## src/pkg/qdm_pkg.sv

```systemverilog
// qdm_pkg: types and constants for the decoder 1 phase pin multiplexer.
// assumes a single core clock domain and active low asynchronous reset.
`default_nettype none

package qdm_pkg;

   // pin slots
   localparam int unsigned NUM_PINS      = 2;
   localparam int unsigned PIN_PHASE_A   = 0;
   localparam int unsigned PIN_PHASE_B   = 1;

   // port c pull-up enable bit positions
   localparam int unsigned PUR_BIT_PHASE_A = 0;
   localparam int unsigned PUR_BIT_PHASE_B = 1;

   // reset values
   localparam logic [1:0] PUR_RESET      = 2'h3;
   localparam logic       PAD_OUT_RESET  = 1'h0;
   localparam logic       PAD_OE_RESET   = 1'h0;
   localparam logic       PULLUP_RESET   = 1'h1;
   localparam logic       CORE_IN_RESET  = 1'h0;
   localparam logic       DEC_IDLE       = 1'h0;

   // pin functions, gray along decoder, timer, gpio, spi
   typedef enum logic [2:0] {
      FUNC_DECODER = 3'h0,
      FUNC_TIMER   = 3'h1,
      FUNC_GPIO    = 3'h3,
      FUNC_SPI     = 3'h2,
      FUNC_NONE    = 3'h6
   } qdm_func_t;

   // per pin request toward the pad slice
   typedef struct packed {
      qdm_func_t func;
      logic      alt_sel;
      logic      spi_ctrl_mode;
      logic      spi_out;
      logic      timer_out;
      logic      timer_oe;
      logic      gpio_dir_out;
      logic      gpio_out;
      logic      pullup_bit;
      logic      pad_in;
   } qdm_pin_req_t;

   // per pin pad and core-side result
   typedef struct packed {
      logic pad_out;
      logic pad_oe;
      logic pullup_on;
      logic dec_in;
      logic timer_in;
      logic spi_in;
      logic gpio_in;
      logic spi_active;
   } qdm_pin_resp_t;

   localparam qdm_pin_resp_t PIN_RESP_RESET = '{
      pad_out:    PAD_OUT_RESET,
      pad_oe:     PAD_OE_RESET,
      pullup_on:  PULLUP_RESET,
      dec_in:     DEC_IDLE,
      timer_in:   CORE_IN_RESET,
      spi_in:     CORE_IN_RESET,
      gpio_in:    CORE_IN_RESET,
      spi_active: 1'h0
   };

endpackage : qdm_pkg

`default_nettype wire

```

## src/core/qdm_pin_slice.sv

```systemverilog
// qdm_pin_slice: combinational function mux for one multiplexed pin.
// assumes the caller registers every result and feeds synchronous pad input.
`default_nettype none

module qdm_pin_slice (
   input  wire  qdm_pkg::qdm_pin_req_t  req,
   output var   qdm_pkg::qdm_pin_resp_t resp
);
   import qdm_pkg::*;

   always_comb begin
      resp            = '0;
      resp.dec_in     = DEC_IDLE;
      case (req.func)
         FUNC_DECODER: begin
            resp.dec_in = req.pad_in;
         end
         FUNC_TIMER: begin
            resp.pad_out  = req.timer_out;
            resp.pad_oe   = req.timer_oe;
            resp.timer_in = req.pad_in;
         end
         FUNC_SPI: begin
            if (req.alt_sel) begin
               resp.spi_active = 1'b1;
               if (req.spi_ctrl_mode) begin
                  resp.pad_out = req.spi_out;
                  resp.pad_oe  = 1'b1;
               end else begin
                  resp.spi_in = req.pad_in;
               end
            end
         end
         FUNC_GPIO: begin
            resp.pad_out = req.gpio_out;
            resp.pad_oe  = req.gpio_dir_out;
            resp.gpio_in = req.pad_in;
         end
         default: begin
            resp.pad_oe = 1'b0;
         end
      endcase
      resp.pullup_on = req.pullup_bit & ~resp.pad_oe;
   end

endmodule : qdm_pin_slice

`default_nettype wire

```

## src/core/qdm_pin_mux.sv

```systemverilog
// qdm_pin_mux: function select and pad control for decoder 1 phase a/b pins.
// assumes all inputs synchronous to core_clk; pads resolved outside from out/oe.
`default_nettype none

// Operation
// - first pin carries decoder phase a, timer b ch0, spi clock or port c line 0
// - second pin carries decoder phase b, timer b ch1, spi data out or port c line 1
// - spi clock reaches first pin only while phase a alt select is set
// - spi data out reaches second pin only while phase b alt select is set
// - full variant comes out of reset with phase a decoder on pin one
// - full variant comes out of reset with phase b decoder on pin two
// - clearing pull-up enable bit 0 turns off first pin pull-up
// - clearing pull-up enable bit 1 turns off second pin pull-up
// - spi clock pin drives in controller mode, receives in peripheral mode
// - controller drives data out, peripheral samples; half-cycle lead kept
// - port c pins have independently programmable direction
module qdm_pin_mux #(
   parameter bit FULL_VARIANT = 1'b1
) (
   input  wire  logic                    core_clk,
   input  wire  logic                    rst_n,
   // function select writes
   input  wire  logic [1:0]              func_wr_en,
   input  wire  qdm_pkg::qdm_func_t      func_wr_val_a,
   input  wire  qdm_pkg::qdm_func_t      func_wr_val_b,
   // system peripheral select bits
   input  wire  logic                    phase_a_alt_select,
   input  wire  logic                    phase_b_alt_select,
   // port c pull-up enable bits
   input  wire  logic [1:0]              port_c_pullup_enable_reg,
   // port c direction and data
   input  wire  logic [1:0]              port_c_dir_out,
   input  wire  logic [1:0]              port_c_data_out,
   // timer b channels 0 and 1
   input  wire  logic [1:0]              timer_b_out,
   input  wire  logic [1:0]              timer_b_oe,
   // spi port 1 engine side
   input  wire  logic                    spi_ctrl_mode,
   input  wire  logic                    spi_port1_clock_out,
   input  wire  logic                    spi_port1_ctrl_out,
   // pads
   input  wire  logic [1:0]              pad_in,
   output logic [1:0]                    pad_out,
   output logic [1:0]                    pad_oe,
   output logic [1:0]                    pad_pullup_en,
   // core side inputs
   output logic                          decoder1_phase_a_in,
   output logic                          decoder1_phase_b_in,
   output logic                          timer_b_channel_0,
   output logic                          timer_b_channel_1,
   output logic                          spi_port1_clock_in,
   output logic                          spi_port1_ctrl_out_in,
   output logic [1:0]                    port_c_line_in,
   // status
   output var qdm_pkg::qdm_func_t        func_state_a,
   output var qdm_pkg::qdm_func_t        func_state_b,
   output logic [1:0]                    spi_route_active,
   output logic [1:0]                    pin_unconfigured
);
   import qdm_pkg::*;

   localparam qdm_func_t FUNC_RESET = FULL_VARIANT ? FUNC_DECODER : FUNC_NONE;

   typedef struct packed {
      qdm_func_t [NUM_PINS-1:0]     func;
      qdm_pin_resp_t [NUM_PINS-1:0] pin;
      logic [NUM_PINS-1:0]          unconf;
   } qdm_state_t;

   localparam qdm_state_t STATE_RESET = '{
      func:   '{FUNC_RESET, FUNC_RESET},
      pin:    '{PIN_RESP_RESET, PIN_RESP_RESET},
      unconf: FULL_VARIANT ? 2'h0 : 2'h3
   };

   qdm_state_t                   st_q;
   qdm_state_t                   st_d;
   qdm_pin_req_t [NUM_PINS-1:0]  req;
   qdm_pin_resp_t [NUM_PINS-1:0] resp;
   qdm_func_t [NUM_PINS-1:0]     wr_val;
   logic [NUM_PINS-1:0]          alt_sel;
   logic [NUM_PINS-1:0]          spi_src;

   assign wr_val[PIN_PHASE_A]  = func_wr_val_a;
   assign wr_val[PIN_PHASE_B]  = func_wr_val_b;
   assign alt_sel[PIN_PHASE_A] = phase_a_alt_select;
   assign alt_sel[PIN_PHASE_B] = phase_b_alt_select;
   assign spi_src[PIN_PHASE_A] = spi_port1_clock_out;
   // spi data out on second pin
   assign spi_src[PIN_PHASE_B] = spi_port1_ctrl_out;

   function automatic logic func_legal(input qdm_func_t f);
      logic ok;
      ok = 1'b0;
      case (f)
         FUNC_DECODER: ok = 1'b1;
         FUNC_TIMER:   ok = 1'b1;
         FUNC_SPI:     ok = 1'b1;
         FUNC_GPIO:    ok = 1'b1;
         default:      ok = 1'b0;
      endcase
      return ok;
   endfunction : func_legal

   genvar gi;
   generate
      for (gi = 0; gi < NUM_PINS; gi++) begin : g_pin
         always_comb begin
            req[gi].func          = st_q.func[gi];
            req[gi].alt_sel       = alt_sel[gi];
            req[gi].spi_ctrl_mode = spi_ctrl_mode;
            req[gi].spi_out       = spi_src[gi];
            req[gi].timer_out     = timer_b_out[gi];
            req[gi].timer_oe      = timer_b_oe[gi];
            req[gi].gpio_dir_out  = port_c_dir_out[gi];
            req[gi].gpio_out      = port_c_data_out[gi];
            req[gi].pullup_bit    = port_c_pullup_enable_reg[gi];
            req[gi].pad_in        = pad_in[gi];
         end

         qdm_pin_slice u_slice (
            .req  (req[gi]),
            .resp (resp[gi])
         );
      end
   endgenerate

   always_comb begin
      st_d     = st_q;
      st_d.pin = resp;
      for (int i = 0; i < NUM_PINS; i++) begin
         // illegal encodings leave the selection unchanged
         if (func_wr_en[i] && func_legal(wr_val[i])) begin
            st_d.func[i]   = wr_val[i];
            // cleared once software programs a function
            st_d.unconf[i] = 1'b0;
         end
      end
   end

   always_ff @(posedge core_clk or negedge rst_n) begin
      if (!rst_n) begin
         st_q <= STATE_RESET;
      end else begin
         st_q <= st_d;
      end
   end

   // clock and data share one register stage, keeping the half-cycle lead
   always_comb begin
      for (int i = 0; i < NUM_PINS; i++) begin
         pad_out[i]          = st_q.pin[i].pad_out;
         pad_oe[i]           = st_q.pin[i].pad_oe;
         pad_pullup_en[i]    = st_q.pin[i].pullup_on;
         port_c_line_in[i]   = st_q.pin[i].gpio_in;
         spi_route_active[i] = st_q.pin[i].spi_active;
      end
   end

   assign decoder1_phase_a_in   = st_q.pin[PIN_PHASE_A].dec_in;
   assign decoder1_phase_b_in   = st_q.pin[PIN_PHASE_B].dec_in;
   assign timer_b_channel_0     = st_q.pin[PIN_PHASE_A].timer_in;
   assign timer_b_channel_1     = st_q.pin[PIN_PHASE_B].timer_in;
   assign spi_port1_clock_in    = st_q.pin[PIN_PHASE_A].spi_in;
   assign spi_port1_ctrl_out_in = st_q.pin[PIN_PHASE_B].spi_in;
   assign func_state_a          = st_q.func[PIN_PHASE_A];
   assign func_state_b          = st_q.func[PIN_PHASE_B];
   assign pin_unconfigured      = st_q.unconf;

endmodule : qdm_pin_mux

`default_nettype wire

```

## config.mk

```make
export PLATFORM = sky130hd
export DESIGN_NAME = qdm_pin_mux
export DESIGN_NICKNAME = d
export VERILOG_FILES = /design/src/pkg/qdm_pkg.sv /design/src/core/qdm_pin_slice.sv /design/src/core/qdm_pin_mux.sv
export SDC_FILE = /design/constraint.sdc
export NUM_CORES = 1
export LEC_CHECK = 0
export BUFFER_PORTS_ARGS = -buffer_cell sky130_fd_sc_hd__buf_2
export CORE_ASPECT_RATIO = 0.75
export CORE_MARGIN = 2
export CORE_UTILIZATION = 40
export CTS_CLUSTER_DIAMETER = 150
export DETAILED_ROUTE_END_ITERATION = 8
export HOLD_SLACK_MARGIN = 0.06
export PLACE_DENSITY = 0.84
export SYNTH_ARGS = -nofsm -noshare
export SYNTH_HDL_FRONTEND = slang
export SYNTH_SLANG_ARGS = --single-unit
```

## constraint.sdc

```tcl
create_clock -name core_clk -period 2.55 [get_ports core_clk]
set_input_delay 0.3825 -clock core_clk [delete_from_list [all_inputs] [get_ports core_clk]]
set_output_delay 0.3825 -clock core_clk [all_outputs]
set_load 0.1 [all_outputs]
```

# Word-level counts from Yosys, hierarchy flattened
# Cells that the tools add are included.
dict set report word_totals {
  register_bits 22
  input_bits 27
  elab_cells 68
}
dict set report op_classes {
  eq_ne 12
  mux 26
  bitwise 4
  n_reduce_logical 8
}
# op count
set ops {}
lappend ops {{3-bit by 2-bit equality test with 1-bit output, second input constant} 8}
lappend ops {{1-bit 2-to-1 mux} 18}
lappend ops {{3-bit by 1-bit equality test with 1-bit output, second input constant} 4}
lappend ops {{3-bit zero test} 4}
lappend ops {{1-bit case mux with 3 select lines} 4}
lappend ops {{2-bit 2-to-1 mux} 4}
lappend ops {{4-bit OR reduction} 2}
lappend ops {{1-bit AND} 2}
lappend ops {{1-bit logical AND} 2}
lappend ops {{1-bit inverter} 2}

# Logic depth before layout (Yosys ltp)
# Gate-level depths: netlist (run 1).
dict set report logic_depth {
  word_depth 5
  depth_mapped 2
  depth_no_buf 2
}

# Hierarchy
# Synthesis (run 1) repeated with hierarchy kept, for this count alone.
dict set report hier_totals {
  hier_cells 71
  area_unflattened_um2 912.1
}
# module instances cells_per_inst area_per_inst_um2
set by_module_without_submodules {}
lappend by_module_without_submodules {qdm_pin_mux 1 33 674.4}
lappend by_module_without_submodules {qdm_pin_slice 2 19 118.9}

# Least setup slack after synthesis (run 1)
# No wires, ideal clock.
dict set report synth_path {
  kind {flip-flop to flip-flop}
  startpoint {reg st_q (netlist bit func_state_b[1])}
  endpoint {reg st_q (netlist bit pad_out[1])}
  setup_time_ps 122
  arrival_time_ps 1591
  slack_ps 837
  path_stages_with_launch 3
  path_buffers 0
  period_less_slack_ps 1713
  path_cell_list {dfrtp_1 > mux2_2 > a32o_1}
}
# item line_no
set synth_lines {}
lappend synth_lines {{start: declaration} qdm_pin_mux.sv:76} ;# qdm_state_t st_q;
lappend synth_lines {{start signal: assignment} qdm_pin_mux.sv:145} ;# st_q <= st_d;

# Worst setup path in the final report (run 1)
dict set report layout_path {
  startpoint {reg st_q (netlist bit func_state_a[1])}
  endpoint {out func_state_a[1]}
}
# item line_no
set layout_lines {}
lappend layout_lines {{end: declaration} qdm_pin_mux.sv:55} ;# output var qdm_pkg::qdm_func_t func_state_a,
# No word-level cell between the ends.

==> results.cfg, run 1 <==
[sta]
hold_ws_ns = 0.245
finClkSkew_ns = 0.00227
fmaxAchievable_mhz = 608
finalMaxSlewViolations = 0
fin_crit_ns = 1.65
final_hold_viol_count = 0
fin_crit_sh = 0.645
tns_ns = 0
grt_setup_unrepaired = no
setup_viol = 0

[drt]
route.detailed.drc = 0
dr.pass1.iters = 4
wl_um = 1890
vias_per_cell = 4.84
ant_nets = 0
post_drt_wl_per_cell_um = 14.0
drtIter0Drc = 11
vias = 654

[clocking]
htree_levels = 1
clkLatencyLatePin_ns = 0.31
cts-root-buf = clkbuf_4
clockBufferDepth = 2
clk_pin_slew_ns = 0.11
cts.sinks = 22
cts_tree = done
cts-buffers-inserted = 3

[floorplan]
num_rows = 14
die_h_um = 44.8
die_x_um = 58.4
ios = 51
core_sq_mm = 0.00205
start_util = 0.433
die_area_sq_mm = 0.00261

[logic_synthesis]
synth_top_family_by_area = simple AND/OR/NAND/NOR gates
postSynth.asyncResetShare = 1.00
ys.flop_type = dfrtp_1
yosys-top-cells-area = dfrtp_1 (56%), mux2_2 (7.6%), dfstp_2 (5.9%), and4bb_4 (3.7%), a221oi_2 (3.4%)
synth_cells = 59
synth-compound-area-share = 0.0762
synth_xor_area_frac = 0
synth_most_common_cell = dfrtp_1
yosysUniqueCellTypes = 18
synth_top_area_frac = 0.564
synth_edf_count = 0
synthAdderAreaFrac = 0
muxShareOfSynthArea = 0.110
postSynthAreaPerCell_sq_um = 15.0
seq_area_frac_synth = 0.623
ys.warnings.count = 0
synthSimpleGateAreaFrac = 0.161
synth_top_area_cell = dfrtp_1
synth_commonest_cells = dfrtp_1 (20), mux2_2 (6), nor2b_1 (4)
synth_area_sq_um = 887
ys_ff_latch = 22

[critical_path]
critPathKind = reg2out
worstPathArrival_ns = 1.26
startpoint_type = register
r2r_start = func_state_a[1]
critPathSlowestCell = dfrtp_1
cp_slowest_stage_delay_ns = 0.48
r2r-end = pad_pullup_en[0]
r2r_cells = 2
crit_path_start = func_state_a[1]
worst_ep_required_time_ns = 2.17
r2r_slack_ns = 1.39
path_depth = 1
endpoint = func_state_a[1]
crit_chain = buf_2
crit_path_max_fanout = 7
end_kind = output pin
cp_top_family = flip-flops
path_buf_inv = 1

[place]
place_congestion = 0.747
place.port_buffers = 48
dp.cells = 130
hpwl_um = 1450

[grt]
antenna_found_initial = 0
grt.total_usage = 0.160
grt_pass1_vias = 617
grt_max_degree = 23
grt_first_pass_wirelength_um = 2900
grt-ovfl-total = 0

[hold_path]
hp-class = in2reg
holdPathStages = 3

[final_layout]
fill_cells = 174
drive_gt1_frac = 0.613
multiInputGateArea_sq_um = 315
antenna_cells = 0
fin_nets = 139
area_growth_pct = 34.4
final_cell_count_no_fill = 135
final-seq-area_sq_um = 553

[power]
leakage_nw = 0.658
peakVddDrop_mv = 0.560
p_per_area_mw_per_mm2 = 847

[job]
maxCapViolCount = 0

[status]
status = finished, final reports clean
## kinds of logic after synthesis
logic type,after synthesis
compound gates,6
buf+inv,4
flops,22
mux,8
other cells,1
simple gates,18
## flip-flops by register name, indices dropped and copies added (netlist names), 2 cells and up
signal            flops
func_state_b          3
spi_route_active      2
port_c_line_in        2
pad_oe                2
pad_out               2
pad_pullup_en         2
func_state_a          3
## cells in the final DEF (no fill, tap or decap), types with 3 or more instances in the layout
cell type / synthesis / final
buf_2: 0 / 48
clkbuf_4: 0 / 3
dfrtp_1: 20 / 20
mux2_2: 6 / 6
nor2b_1: 4 / 4
## through the flow
stage	power, mW	util	worst slack, ns	area (sq um)
3_3_place_gp	0.823	0.559	1.27	1150
4_1_cts	1.02	0.582	0.902	1190
2_1_floorplan	0.752	-	0.837	891
6_report	1.01	0.582	0.905	1190
3_5_place_dp	0.828	0.559	1.26	1150
5_1_grt	1.05	0.582	0.854	1190
## routing by layer
layer | track usage | part of all wire | up-vias
met5 | 0 | 0 | -
met4 | 0.107 | 0.021 | 0
met3 | 0.0544 | 0.052 | 4
met2 | 0.229 | 0.52 | 17
met1 | 0.208 | 0.41 | 320
li1 | - | - | 313
## where the power goes
| group | switching (mW) | internal [mW] | total [mW] | leakage, nW |
|---|---|---|---|---|
| logic | 0.332 | 0.0834 | 0.415 | 0.355 |
| registers | 0.0213 | 0.385 | 0.407 | 0.282 |
| clock network | 0.101 | 0.0873 | 0.189 | 0.0210 |
| total | 0.454 | 0.556 | 1.01 | 0.658 |
## repair_timing
action | in CTS | in global routing
hold endpoints to repair | 20 | 0
hold buffers | 1 | 0
resized for setup | 0 | 0
endpoints found under the setup margin | 0 | 0
buffers inserted | 0 | 0
## how the worst min path moves through the flow
stage,from,end
3_5_place_dp,rst_n,timer_b_channel_1
4_1_cts,port_c_pullup_enable_reg[0],pad_pullup_en[0]
5_1_grt,port_c_pullup_enable_reg[0],pad_pullup_en[0]
3_3_place_gp,rst_n,func_state_b[1]
6_report,port_c_pullup_enable_reg[0],pad_pullup_en[0]
2_1_floorplan,rst_n,decoder1_phase_a_in
## cell type report
cell class	count	area share
timing repair buffer	49	0.210
tap	24	0.0252
multi-input combinational	34	0.264
inverter	2	0.00630
sequential	22	0.464
clock buffer	4	0.0304
No activity file was read; power rests on OpenSTA's default activity.
==> run 2: changes to the inputs <==
==> constraint.sdc (replaced) <==
create_clock -name core_clk -period 1.6 [get_ports core_clk]
set_input_delay 0.24 -clock core_clk [delete_from_list [all_inputs] [get_ports core_clk]]
set_output_delay 0.24 -clock core_clk [all_outputs]
set_load 0.1 [all_outputs]
==> run 2 against run 1 <==
  * Clock skew is essentially flat
  * Count of clock-buffer cells in the layout is the same
  * Critical path type unchanged
  * Critical path depth unchanged
  * Power up 59%
==> results.cfg, run 2 (same netlist as run 1, synthesis figures left out) <==
[floorplan]
die_area_sq_mm = 0.00261
die_h_um = 44.8
die_x_um = 58.4
ios = 51
num_rows = 14
core_sq_mm = 0.00205
start_util = 0.433

[critical_path]
path_buf_inv = 1
crit_chain = buf_2
cp_slowest_stage_delay_ns = 0.54
end_kind = output pin
crit_path_max_fanout = 1
worstPathArrival_ns = 1.25
worst_ep_required_time_ns = 1.36
cp_top_family = flip-flops
startpoint_type = register
critPathSlowestCell = dfstp_2
critPathKind = reg2out

[sta]
setup_viol = 0
fin_crit_sh = 0.933
finClkSkew_ns = 0.00254
final_hold_viol_count = 0
fin_crit_ns = 1.49
hold_ws_ns = 0.109
grt_setup_unrepaired = no
finalMaxSlewViolations = 0
tns_ns = 0
setup_slack_ns = 0.107
fmaxAchievable_mhz = 670

[drt]
drtIter0Drc = 6
dr.pass1.iters = 4
vias_per_cell = 4.79
post_drt_wl_per_cell_um = 13.2
route.detailed.drc = 0
wl_um = 1780
ant_nets = 0
vias = 646

[job]
maxCapViolCount = 0

[final_layout]
final_cell_count_no_fill = 135
final_common_cell = buf_2
final-seq-area_sq_um = 561
fill_cells = 176
drive_gt1_frac = 0.667
final_cell_area_sq_mm = 0.00120
fin_nets = 139
most-common-layout-cells = buf_2 (48), dfrtp_1 (14), mux2_2 (6), dfrtp_2 (6), nor2b_1 (4)
area_growth_pct = 35.3
multiInputGateArea_sq_um = 315
antenna_cells = 0

[hold_path]
hp-class = in2reg

[place]
dp.cells = 130
place.port_buffers = 48
hpwl_um = 1440
dp_slack_ns = 0.445
place_congestion = 0.755
place_area_sq_mm = 0.00115

[power]
leakage_nw = 0.650
p_per_area_mw_per_mm2 = 1340
peakVddDrop_mv = 0.839

[status]
status = finished, final reports clean

[clocking]
cts-root-buf = clkbuf_4
post_cts_buffers = 0
cts.sinks = 22
htree_levels = 1
clkLatencyLatePin_ns = 0.30
clk_pin_slew_ns = 0.11
clockBufferDepth = 2
cts-buffers-inserted = 3
cts.repair.resized = 0
cts_tree = done

[grt]
grt_pass1_vias = 623
grt.total_usage = 0.142
grt_max_degree = 23
grt_first_pass_wirelength_um = 2730
grt-ovfl-total = 0
antenna_found_initial = 0
[run 2: cell count changes in the layout (fill, tap and decap cells not counted)]
cell	delta
dfrtp_1	-6
dfrtp_2	+6
[run 2: final cells by class]
cell class	instances	area share
Sequential cell	22	0.467
Multi-Input combinational cell	34	0.263
Timing Repair Buffer	49	0.209
Clock buffer	4	0.0302
Tap cell	24	0.0250
Inverter	2	0.00626
[run 2: power breakdown]
part	total, mW	internal, mW	switching, mW
Sequential	0.651	0.617	0.0340
Clock	0.297	0.139	0.158
Combinational	0.660	0.133	0.527
[run 2: final timing paths]
check	start	end	slack, ns	cells after the start
max	pad_pullup_en[1]	pad_pullup_en[1]	0.11	1
min in group asynchronous	rst_n	timer_b_channel_1	0.41	2
min reg2reg	func_state_a[2]	timer_b_channel_0	0.50	1
min	port_c_pullup_enable_reg[1]	pad_pullup_en[1]	0.11	3
max reg2reg	func_state_b[1]	pad_out[1]	0.48	2
max in group asynchronous	rst_n	func_state_a[0]	0.84	2
[run 2: per-layer routing]
metal	global-route usage	vias to the layer above	share of wire
li1	-	313	-
met1	0.168	314	0.42
met2	0.254	19	0.53
met3	0.0430	0	0.052
met4	0.0419	0	0
met5	0	-	0
[run 2: through the flow]
| step | utilization | power (mW) |
|---|---|---|
| floorplan | - | 1.20 |
| global placement | 0.563 | 1.31 |
| detailed placement | 0.563 | 1.32 |
| CTS | 0.585 | 1.63 |
| global route | 0.585 | 1.66 |
| finish | 0.585 | 1.61 |
[run 2: timing repair]
| action | CTS | global route |
|---|---|---|
| endpoints found under the setup margin | 0 | 0 |
| hold endpoints to repair | 20 | 0 |
| hold buffers | 1 | 0 |
==> run 3: changes to the inputs <==
--- a/config.mk
+++ b/config.mk
@@ -6,13 +6,15 @@
 export NUM_CORES = 1
 export LEC_CHECK = 0
 export BUFFER_PORTS_ARGS = -buffer_cell sky130_fd_sc_hd__buf_2
+export CELL_PAD_IN_SITES_DETAIL_PLACEMENT = 0
+export CELL_PAD_IN_SITES_GLOBAL_PLACEMENT = 1
 export CORE_ASPECT_RATIO = 0.75
 export CORE_MARGIN = 2
-export CORE_UTILIZATION = 40
+export CORE_UTILIZATION = 32
 export CTS_CLUSTER_DIAMETER = 150
 export DETAILED_ROUTE_END_ITERATION = 8
 export HOLD_SLACK_MARGIN = 0.06
-export PLACE_DENSITY = 0.84
+export PLACE_DENSITY = 0.87
 export SYNTH_ARGS = -nofsm -noshare
 export SYNTH_HDL_FRONTEND = slang
 export SYNTH_SLANG_ARGS = --single-unit
==> run 3 against run 2 <==
  * Via count rose by 2.3%
  * Non-clock buffer count unchanged
  * Critical path type unchanged
  * Final area up 4.2%
  * Setup slack gained 0.047 ns
==> results.cfg, run 3 (same netlist as run 1, synthesis figures left out) <==
[hold_path]
hp-class = in2reg

[critical_path]
worstPathArrival_ns = 1.21
crit_path_start = pad_pullup_en[1]
end_kind = output pin
r2r_start = func_state_b[1]
crit_path_max_fanout = 1
endpoint = pad_pullup_en[1]
critPathKind = reg2out
worst_ep_required_time_ns = 1.36
path_buf_inv = 1
path_depth = 1
cp_slowest_stage_delay_ns = 0.53
startpoint_type = register
r2r-end = pad_out[1]
cp_top_family = flip-flops
critPathSlowestCell = dfstp_2
r2r_slack_ns = 0.49
crit_chain = buf_2
r2r_cells = 2

[final_layout]
area_growth_pct = 40.9
final_common_cell = buf_2
multiInputGateArea_sq_um = 315
final_cell_count_no_fill = 147
drive_gt1_frac = 0.667
fin_nets = 139
antenna_cells = 0
most-common-layout-cells = buf_2 (48), dfrtp_1 (14), mux2_2 (6), dfrtp_2 (6), nor2b_1 (4)
fill_cells = 238
final_cell_area_sq_mm = 0.00125
final-seq-area_sq_um = 561

[clocking]
cts.repair.resized = 0
clk_pin_slew_ns = 0.07
clkLatencyLatePin_ns = 0.25
htree_levels = 1
cts-root-buf = clkbuf_8
clockBufferDepth = 2
post_cts_buffers = 0
cts.sinks = 22
cts-buffers-inserted = 3
cts_tree = done

[floorplan]
die_h_um = 49.6
ios = 51
start_util = 0.338
die_area_sq_mm = 0.00321
num_rows = 16
die_x_um = 64.8
core_sq_mm = 0.00262

[grt]
met1_usage = 0.146
grt-ovfl-total = 0
use_met2 = 0.199
grt.total_usage = 0.121
use_met3 = 0.0251
grt_first_pass_wirelength_um = 2890
grt-busiest-layer = met2
antenna_found_initial = 0
grt_pass1_vias = 639
grt_max_degree = 23

[place]
place_congestion = 0.787
place.port_buffers = 48
place_area_sq_mm = 0.00117
dp_slack_ns = 0.438
dp.cells = 142
hpwl_um = 1360

[power]
leakage_nw = 0.665
p_per_area_mw_per_mm2 = 1450
peakVddDrop_mv = 0.578

[drt]
vias_per_cell = 4.50
wl_um = 1760
dr.pass1.iters = 4
route.detailed.drc = 0
drtIter0Drc = 26
vias = 661
post_drt_wl_per_cell_um = 12.0
ant_nets = 0

[job]
maxCapViolCount = 0

[sta]
setup_viol = 0
finClkSkew_ns = 0.00104
final_hold_viol_count = 0
hold_ws_ns = 0.171
fmaxAchievable_mhz = 692
fin_crit_ns = 1.45
finalMaxSlewViolations = 0
setup_slack_ns = 0.154
tns_ns = 0
grt_setup_unrepaired = no
fin_crit_sh = 0.904

[status]
status = finished, final reports clean
[run 3: cell types whose count changed in the layout (fill, tap and decap cells not counted), sizes merged]
cell / previous run / this run
bufinv: 0 / 1
clkbuf: 4 / 3
[run 3: per-stage QoR]
stage               utilization  total power [mW]
finish                    0.477              1.81
detailed placement        0.446              1.32
CTS                       0.477              1.83
global placement          0.446              1.32
global route              0.477              1.88
floorplan                     -              1.20
[run 3: how the worst min path moves through the flow]
stage,startpoint,endpoint,slack (ns),cells after the start
after floorplan,rst_n,decoder1_phase_a_in,-0.06,0
after global placement,rst_n,decoder1_phase_a_in,0.22,1
after detailed placement,rst_n,port_c_line_in[0],0.22,1
after CTS,port_c_pullup_enable_reg[0],pad_pullup_en[0],0.17,3
after global routing,port_c_pullup_enable_reg[0],pad_pullup_en[0],0.17,3
final,port_c_pullup_enable_reg[1],pad_pullup_en[1],0.17,3
[run 3: what timing repair did]
item | in CTS | in global routing
setup endpoints to repair | 0 | 0
hold buffers | 1 | 0
hold endpoints to repair | 20 | 0
[run 3: cell type report]
| type | count | share of cell area |
|---|---|---|
| multi-input combinational | 34 | 0.252 |
| clock buffer | 3 | 0.0330 |
| inverter | 2 | 0.00601 |
| timing repair buffer | 49 | 0.200 |
| sequential | 22 | 0.448 |
| clock inverter | 1 | 0.0240 |
| tap | 36 | 0.0360 |
[run 3: per-layer routing]
| metal | vias up | part of all wire |
|---|---|---|
| li1 | 315 | - |
| met1 | 320 | 0.44 |
| met2 | 24 | 0.47 |
| met3 | 2 | 0.073 |
| met4 | 0 | 0.018 |
| met5 | - | 0 |
[run 3: power by group]
| part | switching (mW) | internal (mW) | leakage, nW |
|---|---|---|---|
| Sequential | 0.0359 | 0.618 | 0.275 |
| Combinational | 0.525 | 0.133 | 0.355 |
| Clock | 0.164 | 0.333 | 0.0357 |
